`src/dds_consts.vh`:
```
// Register map, field positions and reset values of the two-channel DDS core
`ifndef DDS_CONSTS_VH
`define DDS_CONSTS_VH
`define DDS_ADDR_CSEL 8'h00
`define DDS_ADDR_CFUN 8'h03
`define DDS_ADDR_FTW 8'h04
`define DDS_ADDR_POW 8'h05
`define DDS_CS_EN_HI 7
`define DDS_CS_EN_LO 6
`define DDS_CS_ERR 5
`define DDS_CS_SRC_HI 4
`define DDS_CS_SRC_LO 3
`define DDS_CS_SIO_HI 2
`define DDS_CS_SIO_LO 1
`define DDS_CS_EN_RST 2'h3
`define DDS_CS_SRC_RST 2'h0
`define DDS_CS_SIO_RST 2'h0
`define DDS_CF_KIND_HI 23
`define DDS_CF_KIND_LO 22
`define DDS_CF_MATCH 21
`define DDS_CF_LVL_HI 17
`define DDS_CF_LVL_LO 16
`define DDS_CF_SWEEP 15
`define DDS_CF_RAMP 14
`define DDS_CF_RST 24'h000000
`define DDS_KIND_NONE 2'h0
`define DDS_KIND_AMP 2'h1
`define DDS_LVL_2 2'h0
`define DDS_LVL_4 2'h1
`define DDS_LVL_8 2'h2
`define DDS_SRC_NONE 2'h0
`define DDS_SRC_P23 2'h1
`define DDS_SRC_P3 2'h2
`define DDS_SRC_SDIO 2'h3
`define DDS_FTW_RST 32'h00000000
`define DDS_POW_RST 14'h0000
`define DDS_SYNC_RST 2'h0
`define DDS_SYNC_SAMPLE 2'h1
`define DDS_QUARTER 14'h1000
`define DDS_MID 10'h200
`define DDS_FIFO_DEPTH 8
`define DDS_FIFO_AW 3
`endif

```
`src/dds_core.v`:
```
// Two-channel DDS core with shared-address programming and output FIFO
`timescale 1ns/1ns
`default_nettype none
`include "dds_consts.vh"

////////////////////////////////////////////////////////////////////////////
// Output sample FIFO
module dds_fifo #(
    parameter WIDTH = 20,
    parameter DEPTH = `DDS_FIFO_DEPTH,
    parameter AW = `DDS_FIFO_AW
) (
    // Clock and reset
    input wire clk,
    input wire reset,
    // Fill side
    input wire in_valid,
    output wire in_ready,
    input wire [WIDTH-1:0] in_data,
    // Drain side
    output wire out_valid,
    input wire out_ready,
    output wire [WIDTH-1:0] out_data
);
    reg [WIDTH-1:0] mem_r [0:DEPTH-1];
    reg [AW-1:0] wptr_r;
    reg [AW-1:0] rptr_r;
    reg [AW:0] cnt_r;
    wire push;
    wire pop;

    assign in_ready = (cnt_r != DEPTH[AW:0]);
    assign out_valid = (cnt_r != {(AW+1){1'b0}});
    assign out_data = mem_r[rptr_r];
    assign push = in_valid && in_ready;
    assign pop = out_valid && out_ready;

    always @(posedge clk)
    begin
        if (push)
        begin
            mem_r[wptr_r] <= in_data;
        end
    end

    always @(posedge clk)
    begin
        if (reset)
        begin
            wptr_r <= {AW{1'b0}};
            rptr_r <= {AW{1'b0}};
            cnt_r <= {(AW+1){1'b0}};
        end
        else
        begin
            if (push)
            begin
                wptr_r <= wptr_r + 1'b1;
            end
            if (pop)
            begin
                rptr_r <= rptr_r + 1'b1;
            end
            if (push && !pop)
            begin
                cnt_r <= cnt_r + 1'b1;
            end
            else if (pop && !push)
            begin
                cnt_r <= cnt_r - 1'b1;
            end
        end
    end
endmodule // dds_fifo

////////////////////////////////////////////////////////////////////////////
module dds_core (
    // Clock and reset
    input wire CLK,
    input wire RESET,
    // Register port
    input wire [7:0] REG_ADDR,
    input wire [31:0] REG_WDATA,
    input wire REG_WE,
    input wire REG_RE,
    output wire [31:0] REG_RDATA,
    // Update strobe and profile inputs
    input wire IO_UPDATE,
    input wire [3:0] PROFILE,
    input wire [2:0] SDIO_RAMP_IN,
    output wire SYNC_CLK,
    // Status
    output wire MODE_ILLEGAL,
    output wire [1:0] AMPLITUDE_RAMP,
    output wire [1:0] SERIAL_MODE,
    // DAC sample stream
    output wire [9:0] DAC0_CODE,
    output wire [9:0] DAC1_CODE,
    output wire DAC_VALID,
    input wire DAC_READY
);
    integer i;
    integer j;
    reg [1:0] chan_en_r;
    reg [1:0] ramp_src_r;
    reg [1:0] sio_mode_r;
    reg [23:0] cfr_r [0:1];
    reg [31:0] ftw_s_r [0:1];
    reg [31:0] ftw_a_r [0:1];
    reg [13:0] pow_s_r [0:1];
    reg [13:0] pow_a_r [0:1];
    reg [13:0] pow_d_r [0:1];
    reg [31:0] acc_r [0:1];
    reg [13:0] ph_r [0:1];
    reg pipe_vld_r;
    reg [1:0] sync_cnt_r;
    reg [3:0] prof_r;
    reg illegal_r;
    reg [1:0] ramp_r;
    reg [31:0] rdata_r;
    reg [31:0] rdata_nxt;
    reg [1:0] ramp_nxt;
    wire upd_take;
    wire go;
    wire rch;
    wire [19:0] push_data;

    // Cosine converter: offset-binary parabolic approximation
    function [9:0] cos_code;
        input [13:0] ph;
        reg [13:0] c;
        reg [13:0] u;
        reg [26:0] p;
        reg [8:0] y;
        begin
            c = ph + `DDS_QUARTER;
            u = 14'h2000 - {1'b0, c[12:0]};
            p = c[12:0] * u;
            y = p[24] ? 9'h1FF : p[23:15];
            cos_code = c[13] ? (`DDS_MID - {1'b0, y}) : (`DDS_MID + {1'b0, y});
        end
    endfunction

    // Legality of one channel's mode given the other channel
    function chan_ok;
        input [23:0] c;
        input [23:0] o;
        input [1:0] src;
        reg st;
        reg ost;
        reg m;
        reg om;
        reg [1:0] lv;
        reg [1:0] olv;
        reg base;
        begin
            st = c[`DDS_CF_KIND_HI:`DDS_CF_KIND_LO] == `DDS_KIND_NONE;
            ost = o[`DDS_CF_KIND_HI:`DDS_CF_KIND_LO] == `DDS_KIND_NONE;
            m = !st && !c[`DDS_CF_SWEEP];
            om = !ost && !o[`DDS_CF_SWEEP];
            lv = c[`DDS_CF_LVL_HI:`DDS_CF_LVL_LO];
            olv = o[`DDS_CF_LVL_HI:`DDS_CF_LVL_LO];
            base = !m || (lv <= `DDS_LVL_4) || ost;
            if (st || !c[`DDS_CF_RAMP])
            begin
                // ramp in single tone always allowed
                chan_ok = st || base;
            end
            else if (c[`DDS_CF_KIND_HI:`DDS_CF_KIND_LO] == `DDS_KIND_AMP)
            begin
                chan_ok = 1'b0;
            end
            else
            begin
                case (src)
                    `DDS_SRC_P23:
                        chan_ok = (m && lv == `DDS_LVL_2 && ost) ||
                            (!m && (ost || !om));
                    `DDS_SRC_P3:
                        chan_ok = m && lv == `DDS_LVL_8 && ost;
                    `DDS_SRC_SDIO:
                        chan_ok = m && (ost || (lv <= `DDS_LVL_4 && om &&
                            olv == lv));
                    default:
                        chan_ok = 1'b0;
                endcase
            end
        end
    endfunction

    ////////////////////////////////////////////////////////////////////////
    // Sync clock and sampled strobes
    // quarter-rate sync clock
    assign SYNC_CLK = sync_cnt_r[1];
    assign upd_take = IO_UPDATE && (sync_cnt_r == `DDS_SYNC_SAMPLE);

    always @(posedge CLK)
    begin
        if (RESET)
        begin
            sync_cnt_r <= `DDS_SYNC_RST;
            prof_r <= 4'h0;
        end
        else
        begin
            sync_cnt_r <= sync_cnt_r + 2'h1;
            // profiles sampled at the sync rising edge
            if (sync_cnt_r == `DDS_SYNC_SAMPLE)
            begin
                prof_r <= PROFILE;
            end
        end
    end

    ////////////////////////////////////////////////////////////////////////
    // Register writes and staging
    always @(posedge CLK)
    begin
        if (RESET)
        begin
            chan_en_r <= `DDS_CS_EN_RST;
            ramp_src_r <= `DDS_CS_SRC_RST;
            sio_mode_r <= `DDS_CS_SIO_RST;
            for (i = 0; i < 2; i = i + 1)
            begin
                cfr_r[i] <= `DDS_CF_RST;
                ftw_s_r[i] <= `DDS_FTW_RST;
                ftw_a_r[i] <= `DDS_FTW_RST;
                pow_s_r[i] <= `DDS_POW_RST;
                pow_a_r[i] <= `DDS_POW_RST;
            end
        end
        else
        begin
            if (REG_WE && REG_ADDR == `DDS_ADDR_CSEL)
            begin
                chan_en_r <= REG_WDATA[`DDS_CS_EN_HI:`DDS_CS_EN_LO];
                ramp_src_r <= REG_WDATA[`DDS_CS_SRC_HI:`DDS_CS_SRC_LO];
                sio_mode_r <= REG_WDATA[`DDS_CS_SIO_HI:`DDS_CS_SIO_LO];
            end
            for (i = 0; i < 2; i = i + 1)
            begin
                if (REG_WE && chan_en_r[i])
                begin
                    if (REG_ADDR == `DDS_ADDR_CFUN)
                    begin
                        cfr_r[i] <= REG_WDATA[23:0];
                    end
                    if (REG_ADDR == `DDS_ADDR_FTW)
                    begin
                        ftw_s_r[i] <= REG_WDATA;
                    end
                    if (REG_ADDR == `DDS_ADDR_POW)
                    begin
                        pow_s_r[i] <= REG_WDATA[13:0];
                    end
                end
                // update strobe makes staged words active
                if (upd_take)
                begin
                    ftw_a_r[i] <= ftw_s_r[i];
                    pow_a_r[i] <= pow_s_r[i];
                end
            end
        end
    end

    ////////////////////////////////////////////////////////////////////////
    // Phase datapath
    wire fifo_ready;
    assign go = fifo_ready;

    always @(posedge CLK)
    begin
        if (RESET)
        begin
            pipe_vld_r <= 1'b0;
            for (j = 0; j < 2; j = j + 1)
            begin
                acc_r[j] <= 32'h00000000;
                ph_r[j] <= 14'h0000;
                pow_d_r[j] <= `DDS_POW_RST;
            end
        end
        else if (go)
        begin
            pipe_vld_r <= 1'b1;
            for (j = 0; j < 2; j = j + 1)
            begin
                acc_r[j] <= acc_r[j] + ftw_a_r[j];
                pow_d_r[j] <= pow_a_r[j];
                // matched delay only in single tone
                if (cfr_r[j][`DDS_CF_MATCH] &&
                    cfr_r[j][`DDS_CF_KIND_HI:`DDS_CF_KIND_LO] ==
                    `DDS_KIND_NONE)
                begin
                    ph_r[j] <= acc_r[j][31:18] + pow_d_r[j];
                end
                else
                begin
                    ph_r[j] <= acc_r[j][31:18] + pow_a_r[j];
                end
            end
        end
    end

    assign push_data = {cos_code(ph_r[1]), cos_code(ph_r[0])};

    dds_fifo #(
        .WIDTH(20),
        .DEPTH(`DDS_FIFO_DEPTH),
        .AW(`DDS_FIFO_AW)
    ) u_fifo (
        .clk(CLK),
        .reset(RESET),
        .in_valid(pipe_vld_r),
        .in_ready(fifo_ready),
        .in_data(push_data),
        .out_valid(DAC_VALID),
        .out_ready(DAC_READY),
        .out_data({DAC1_CODE, DAC0_CODE})
    );

    ////////////////////////////////////////////////////////////////////////
    // Mode legality, ramp inputs and read-back
    always @*
    begin
        ramp_nxt = 2'h0;
        case (ramp_src_r)
            `DDS_SRC_P23:
                ramp_nxt = {prof_r[3], prof_r[2]};
            `DDS_SRC_P3:
                ramp_nxt = {prof_r[3], prof_r[3]};
            // lower two serial lines as ramp inputs
            `DDS_SRC_SDIO:
                ramp_nxt = {SDIO_RAMP_IN[1], SDIO_RAMP_IN[0]};
            default:
                ramp_nxt = 2'h0;
        endcase
        ramp_nxt = ramp_nxt & {cfr_r[1][`DDS_CF_RAMP], cfr_r[0][`DDS_CF_RAMP]};
    end

    assign rch = !chan_en_r[0];

    always @*
    begin
        rdata_nxt = 32'h00000000;
        case (REG_ADDR)
            `DDS_ADDR_CSEL:
                rdata_nxt = {24'h000000, chan_en_r, illegal_r, ramp_src_r,
                    sio_mode_r, 1'b0};
            `DDS_ADDR_CFUN:
                rdata_nxt = {8'h00, cfr_r[rch]};
            `DDS_ADDR_FTW:
                rdata_nxt = ftw_s_r[rch];
            `DDS_ADDR_POW:
                rdata_nxt = {18'h00000, pow_s_r[rch]};
            default:
                rdata_nxt = 32'h00000000;
        endcase
    end

    always @(posedge CLK)
    begin
        if (RESET)
        begin
            illegal_r <= 1'b0;
            ramp_r <= 2'h0;
            rdata_r <= 32'h00000000;
        end
        else
        begin
            illegal_r <= !(chan_ok(cfr_r[0], cfr_r[1], ramp_src_r) &&
                chan_ok(cfr_r[1], cfr_r[0], ramp_src_r));
            ramp_r <= ramp_nxt;
            if (REG_RE)
            begin
                rdata_r <= rdata_nxt;
            end
        end
    end

    assign REG_RDATA = rdata_r;
    assign MODE_ILLEGAL = illegal_r;
    assign AMPLITUDE_RAMP = ramp_r;
    assign SERIAL_MODE = sio_mode_r;
endmodule // dds_core
`default_nettype wire

```
`config.mk`:
```
export PLATFORM = sky130hd
export DESIGN_NAME = dds_core
export DESIGN_NICKNAME = d
export VERILOG_FILES = /design/src/dds_core.v
export VERILOG_INCLUDE_DIRS = /design/src /design/src/src
export SDC_FILE = /design/constraint.sdc
export NUM_CORES = 2
export LEC_CHECK = 0
export BUFFER_PORTS_ARGS = -buffer_cell sky130_fd_sc_hd__buf_2
export CORE_MARGIN = 4
export CORE_UTILIZATION = 35
export DETAILED_ROUTE_END_ITERATION = 7
export MAX_ROUTING_LAYER = met4
export PLACE_DENSITY = 0.53
export SYNTH_ARGS = -nofsm -noshare
export SYNTH_HDL_FRONTEND = slang
export SYNTH_SLANG_ARGS = --single-unit
```
`constraint.sdc`:
```
create_clock -name CLK -period 16.8 [get_ports CLK]
set_input_delay 5.04 -clock CLK [delete_from_list [all_inputs] [get_ports CLK]]
set_output_delay 5.04 -clock CLK [all_outputs]
set_load 0.02 [all_outputs]
```
==> results.txt <==
* Run status: completed
- After the last flow step, the layout net total stands at 4,018.
- After synthesis, the most frequently instantiated cells are sky130_fd_sc_hd__edfxtp_1, sky130_fd_sc_hd__inv_1, sky130_fd_sc_hd__fa_1, sky130_fd_sc_hd__ha_1, sky130_fd_sc_hd__and2_1.
- Critical path origin: ph_r[1][0]
* I/O Buffers: 108
* Ratio of final minimum period to clock period: 0.615
- The number of different library cells used by synthesis comes to 83.
* Max-cap viol count: 0
- For this run, the leading register cell type out of synthesis is sky130_fd_sc_hd__edfxtp_1.
- Most area-hungry cell type in the Yosys netlist: sky130_fd_sc_hd__edfxtp_1
- Required time at the worst-slack endpoint: 17.13 ns
- Sum of negative setup slack: 0 ns
- For met2 alone, demand over resource in global routing was 0.269.
- met2 is the most crowded layer.
- The cell sitting at the root of the clock tree is a sky130_fd_sc_hd__clkbuf_16.
- Post-CTS clock slew at the launch and capture registers of the worst setup and hold paths: 0.06 ns
- Area post-placement: 41,100 um^2
- The cell area that synthesis handed to floorplanning was 38,700 um^2.
- Clock skew on the completed layout was measured at 0.0673 ns.
- The tightest min-delay check is of the register to register type.
- After synthesis, the cell types taking the most area are sky130_fd_sc_hd__edfxtp_1, sky130_fd_sc_hd__fa_1, sky130_fd_sc_hd__ha_1.
- Antenna violations before repair: 9
- Measured along the x axis, the die boundary spans 341 um.
* Highest fanout seen on the critical path: 25
- WP data arrival: 10.67 ns
- Number of ports placed on the die boundary: 112
- At the end of routability-driven placement, the weighted congestion stood at 0.823.
* Final Hold Fails: 0
* Via count of the first global-routing pass: 25,300
- No sink is reached through more buffers than the 3 on the longest clock path.
- Worst-Skew Late Latency: 0.66 ns
- For this configuration, the core starts out at a cell density of 0.354.
* Flop-to-flop setup slack: 6.46 ns
- Dominant cell by count in the synthesized netlist: sky130_fd_sc_hd__edfxtp_1
- Final cell area excluding filler cells: 43,300 um^2
- End of the worst register-to-register path: u_fifo.mem_r[3][18]
* Maximum operating frequency: 96.7 MHz
* Cell count after synthesis: 3,347
* CTS-repair resized insts: 0
* Number of detailed-route iterations in the first pass: 5
- Multi-input gate area in the final layout: 20,500 um^2
- CTS saw 571 sinks.
- For this design, the slowest cell found on the critical path is sky130_fd_sc_hd__edfxtp_1.
- TritonCTS built the clock tree.
* Setup repair after global routing missed its margin: false
* Core outline area: 109,000 um^2
- The routed layout has 24,500 vias.
* Number of warnings printed during yosys synthesis: 0
- Cell repeated most along the worst path: sky130_fd_sc_hd__inv_1
- Global routing finished with a remaining overflow of 0.
* Detailed Route WL: 93,100 um
* Fraction of registers with async set or reset after synthesis: 0
- The H-tree generated during clock tree synthesis spans 2 levels.
* Transition at the pin with the smallest max-transition slack: 1.22 ns
* Worst rel slew slack: 0.185
* Minimum clock period: 10.34 ns
* Remaining number of nets flagged by the antenna check after routing: 0
- The floorplan step defined a die boundary enclosing 116,000 um^2.
* CP Capture Point: u_fifo.mem_r[3][18]
* Sequential cell area fraction in the yosys report: 0.427
- Die Y: 341 um
- Residual DRC count: 0
- Area used by sequential logic in the layout: 16,600 um^2
- Setup violations remaining at the end of the flow were counted as 0.
- Share of final-layout standard cells stronger than drive strength 1: 0.115
- Vias per cell: 4.92
- Total half-perimeter wirelength after legalization and detailed placement: 68,500 um
- Routed wirelength normalized by instance count: 18.7 um
- Layout fillers: 10,600
* Number of flip-flops and latches in the synthesized netlist: 571
- Drt initial violations: 1,545
- Stage delay of the slowest cell on the critical path: 0.93 ns
- Number of cells traversed by the worst register-to-register path: 31
- In the global route stage, met1 resource usage came out at 0.228.
- The worst setup path is captured at a register.
* Pins Over Slew Limit: 0
* R2R Path Start: ph_r[1][0]
* Area share of the leading cell type in the synthesized netlist: 0.397
- The first global-routing pass estimated 148,000 um of wire.
* Critical path startpoint category: register
* Post-synthesis area per instance: 11.6 um^2
- Global-route track usage on met3: 0.0169
* P&R area growth vs syn: 11.7%
- Type of the worst setup path: register to register
* Total routing usage reported by global routing: 0.166
* Hold buffer count at CTS: 0
- Clock tree synthesis inserted a total of 61 buffers.
- Post-CTS setup-driven buffer insertion count: 0
- Maximum number of pins on one net before global-route repair: 93
* Count of flip-flops with a built-in enable after synthesis: 512
* Standard-cell row count: 121
cells in the final DEF (no fill, tap or decap), types with 17 or more instances in the layout:
cell type / n
sky130_fd_sc_hd__mux2i_1: 34
sky130_fd_sc_hd__nor2b_1: 152
sky130_fd_sc_hd__a21oi_1: 131
sky130_fd_sc_hd__nor3_1: 41
sky130_fd_sc_hd__buf_2: 108
sky130_fd_sc_hd__o21ai_0: 66
sky130_fd_sc_hd__inv_1: 378
sky130_fd_sc_hd__o21a_1: 19
sky130_fd_sc_hd__edfxtp_1: 512
sky130_fd_sc_hd__conb_1: 22
sky130_fd_sc_hd__a211oi_1: 17
sky130_fd_sc_hd__buf_4: 31
sky130_fd_sc_hd__nand2b_1: 137
sky130_fd_sc_hd__dfxtp_1: 56
sky130_fd_sc_hd__a221oi_1: 17
sky130_fd_sc_hd__mux2_2: 60
sky130_fd_sc_hd__o22ai_1: 22
sky130_fd_sc_hd__mux4_2: 46
sky130_fd_sc_hd__clkbuf_16: 64
sky130_fd_sc_hd__ha_1: 255
sky130_fd_sc_hd__xnor2_1: 54
sky130_fd_sc_hd__xor2_1: 69
sky130_fd_sc_hd__fa_1: 266
sky130_fd_sc_hd__a21o_1: 44
sky130_fd_sc_hd__nor2_1: 216
sky130_fd_sc_hd__nand2_1: 102
sky130_fd_sc_hd__nand3_1: 50
sky130_fd_sc_hd__and2_1: 225
logic make-up after synthesis:
family | share of synthesized area
AOI/OAI and AO/OA | 0.0787
adders and majority gates | 0.220
muxes | 0.0530
buffers and inverters | 0.0493
and+or+nand+nor | 0.143
DFF | 0.427
other | 0.000194
xor gates and xnor gates | 0.0284
per-layer routing:
metal	wire length, um	vias up
li1	-	11800
met1	44000	12200
met2	44000	425
met3	3240	112
met4	1900	0
met5	0	-
through the flow:
stage / instances / setup WS (ns) / util / hold WS [ns]
floorplan: 3367 / 7.38 / - / 0.389
global placement: 4857 / 6.37 / 0.376 / 0.405
detailed placement: 4857 / 6.42 / 0.376 / 0.415
CTS: 4973 / 6.37 / 0.396 / 0.425
global route: 4974 / 5.50 / 0.396 / 0.431
finish: 4974 / 6.46 / 0.396 / 0.418
registers in the layout, summed over array words and instances (netlist names), named ones only:
name,count
AMPLITUDE_RAMP,2
MODE_ILLEGAL,1
REG_RDATA,32
SERIAL_MODE,2
acc_r,64
cfr_r,48
chan_en_r,2
ftw_a_r,64
ftw_s_r,64
ph_r,28
pipe_vld_r,1
pow_a_r,28
pow_d_r,28
pow_s_r,28
prof_r,2
ramp_src_r,2
sync_cnt_r,2
u_fifo.cnt_r,4
u_fifo.mem_r,160
u_fifo.rptr_r,3
u_fifo.wptr_r,3
cell type report:
| cell class | instances | share of cell area |
|---|---|---|
| repair buffers | 139 | 0.0179 |
| multi-input cells | 2290 | 0.473 |
| well taps | 1476 | 0.0427 |
| inverters | 381 | 0.0330 |
| clock inverters | 42 | 0.0117 |
| clock buffers | 74 | 0.0388 |
| diodes | 1 | 0.0000578 |
| flip-flops and latches | 571 | 0.383 |
worst min-delay path by stage:
stage	from	endpoint	cells after the start
after floorplan	sync_cnt_r[0]	sync_cnt_r[0]	1
after global placement	sync_cnt_r[0]	sync_cnt_r[0]	1
after detailed placement	sync_cnt_r[0]	sync_cnt_r[0]	1
after CTS	sync_cnt_r[0]	sync_cnt_r[0]	1
after global routing	sync_cnt_r[0]	sync_cnt_r[0]	1
final	sync_cnt_r[0]	sync_cnt_r[0]	1
critical path: cells and delay by family, from the launching register on:
| family | cells | cell delay, ns |
|---|---|---|
| flip-flops | 1 | 0.93 |
| buffers and inverters | 6 | 0.57 |
| AO/OA/AOI/OAI | 6 | 2.99 |
| AND/OR/NAND/NOR | 10 | 1.71 |
| adder cells (fa/ha/maj) | 9 | 3.83 |
Power is not shown: default switching activity piles up to over one toggle a cycle in this logic, so the estimate is an artifact.
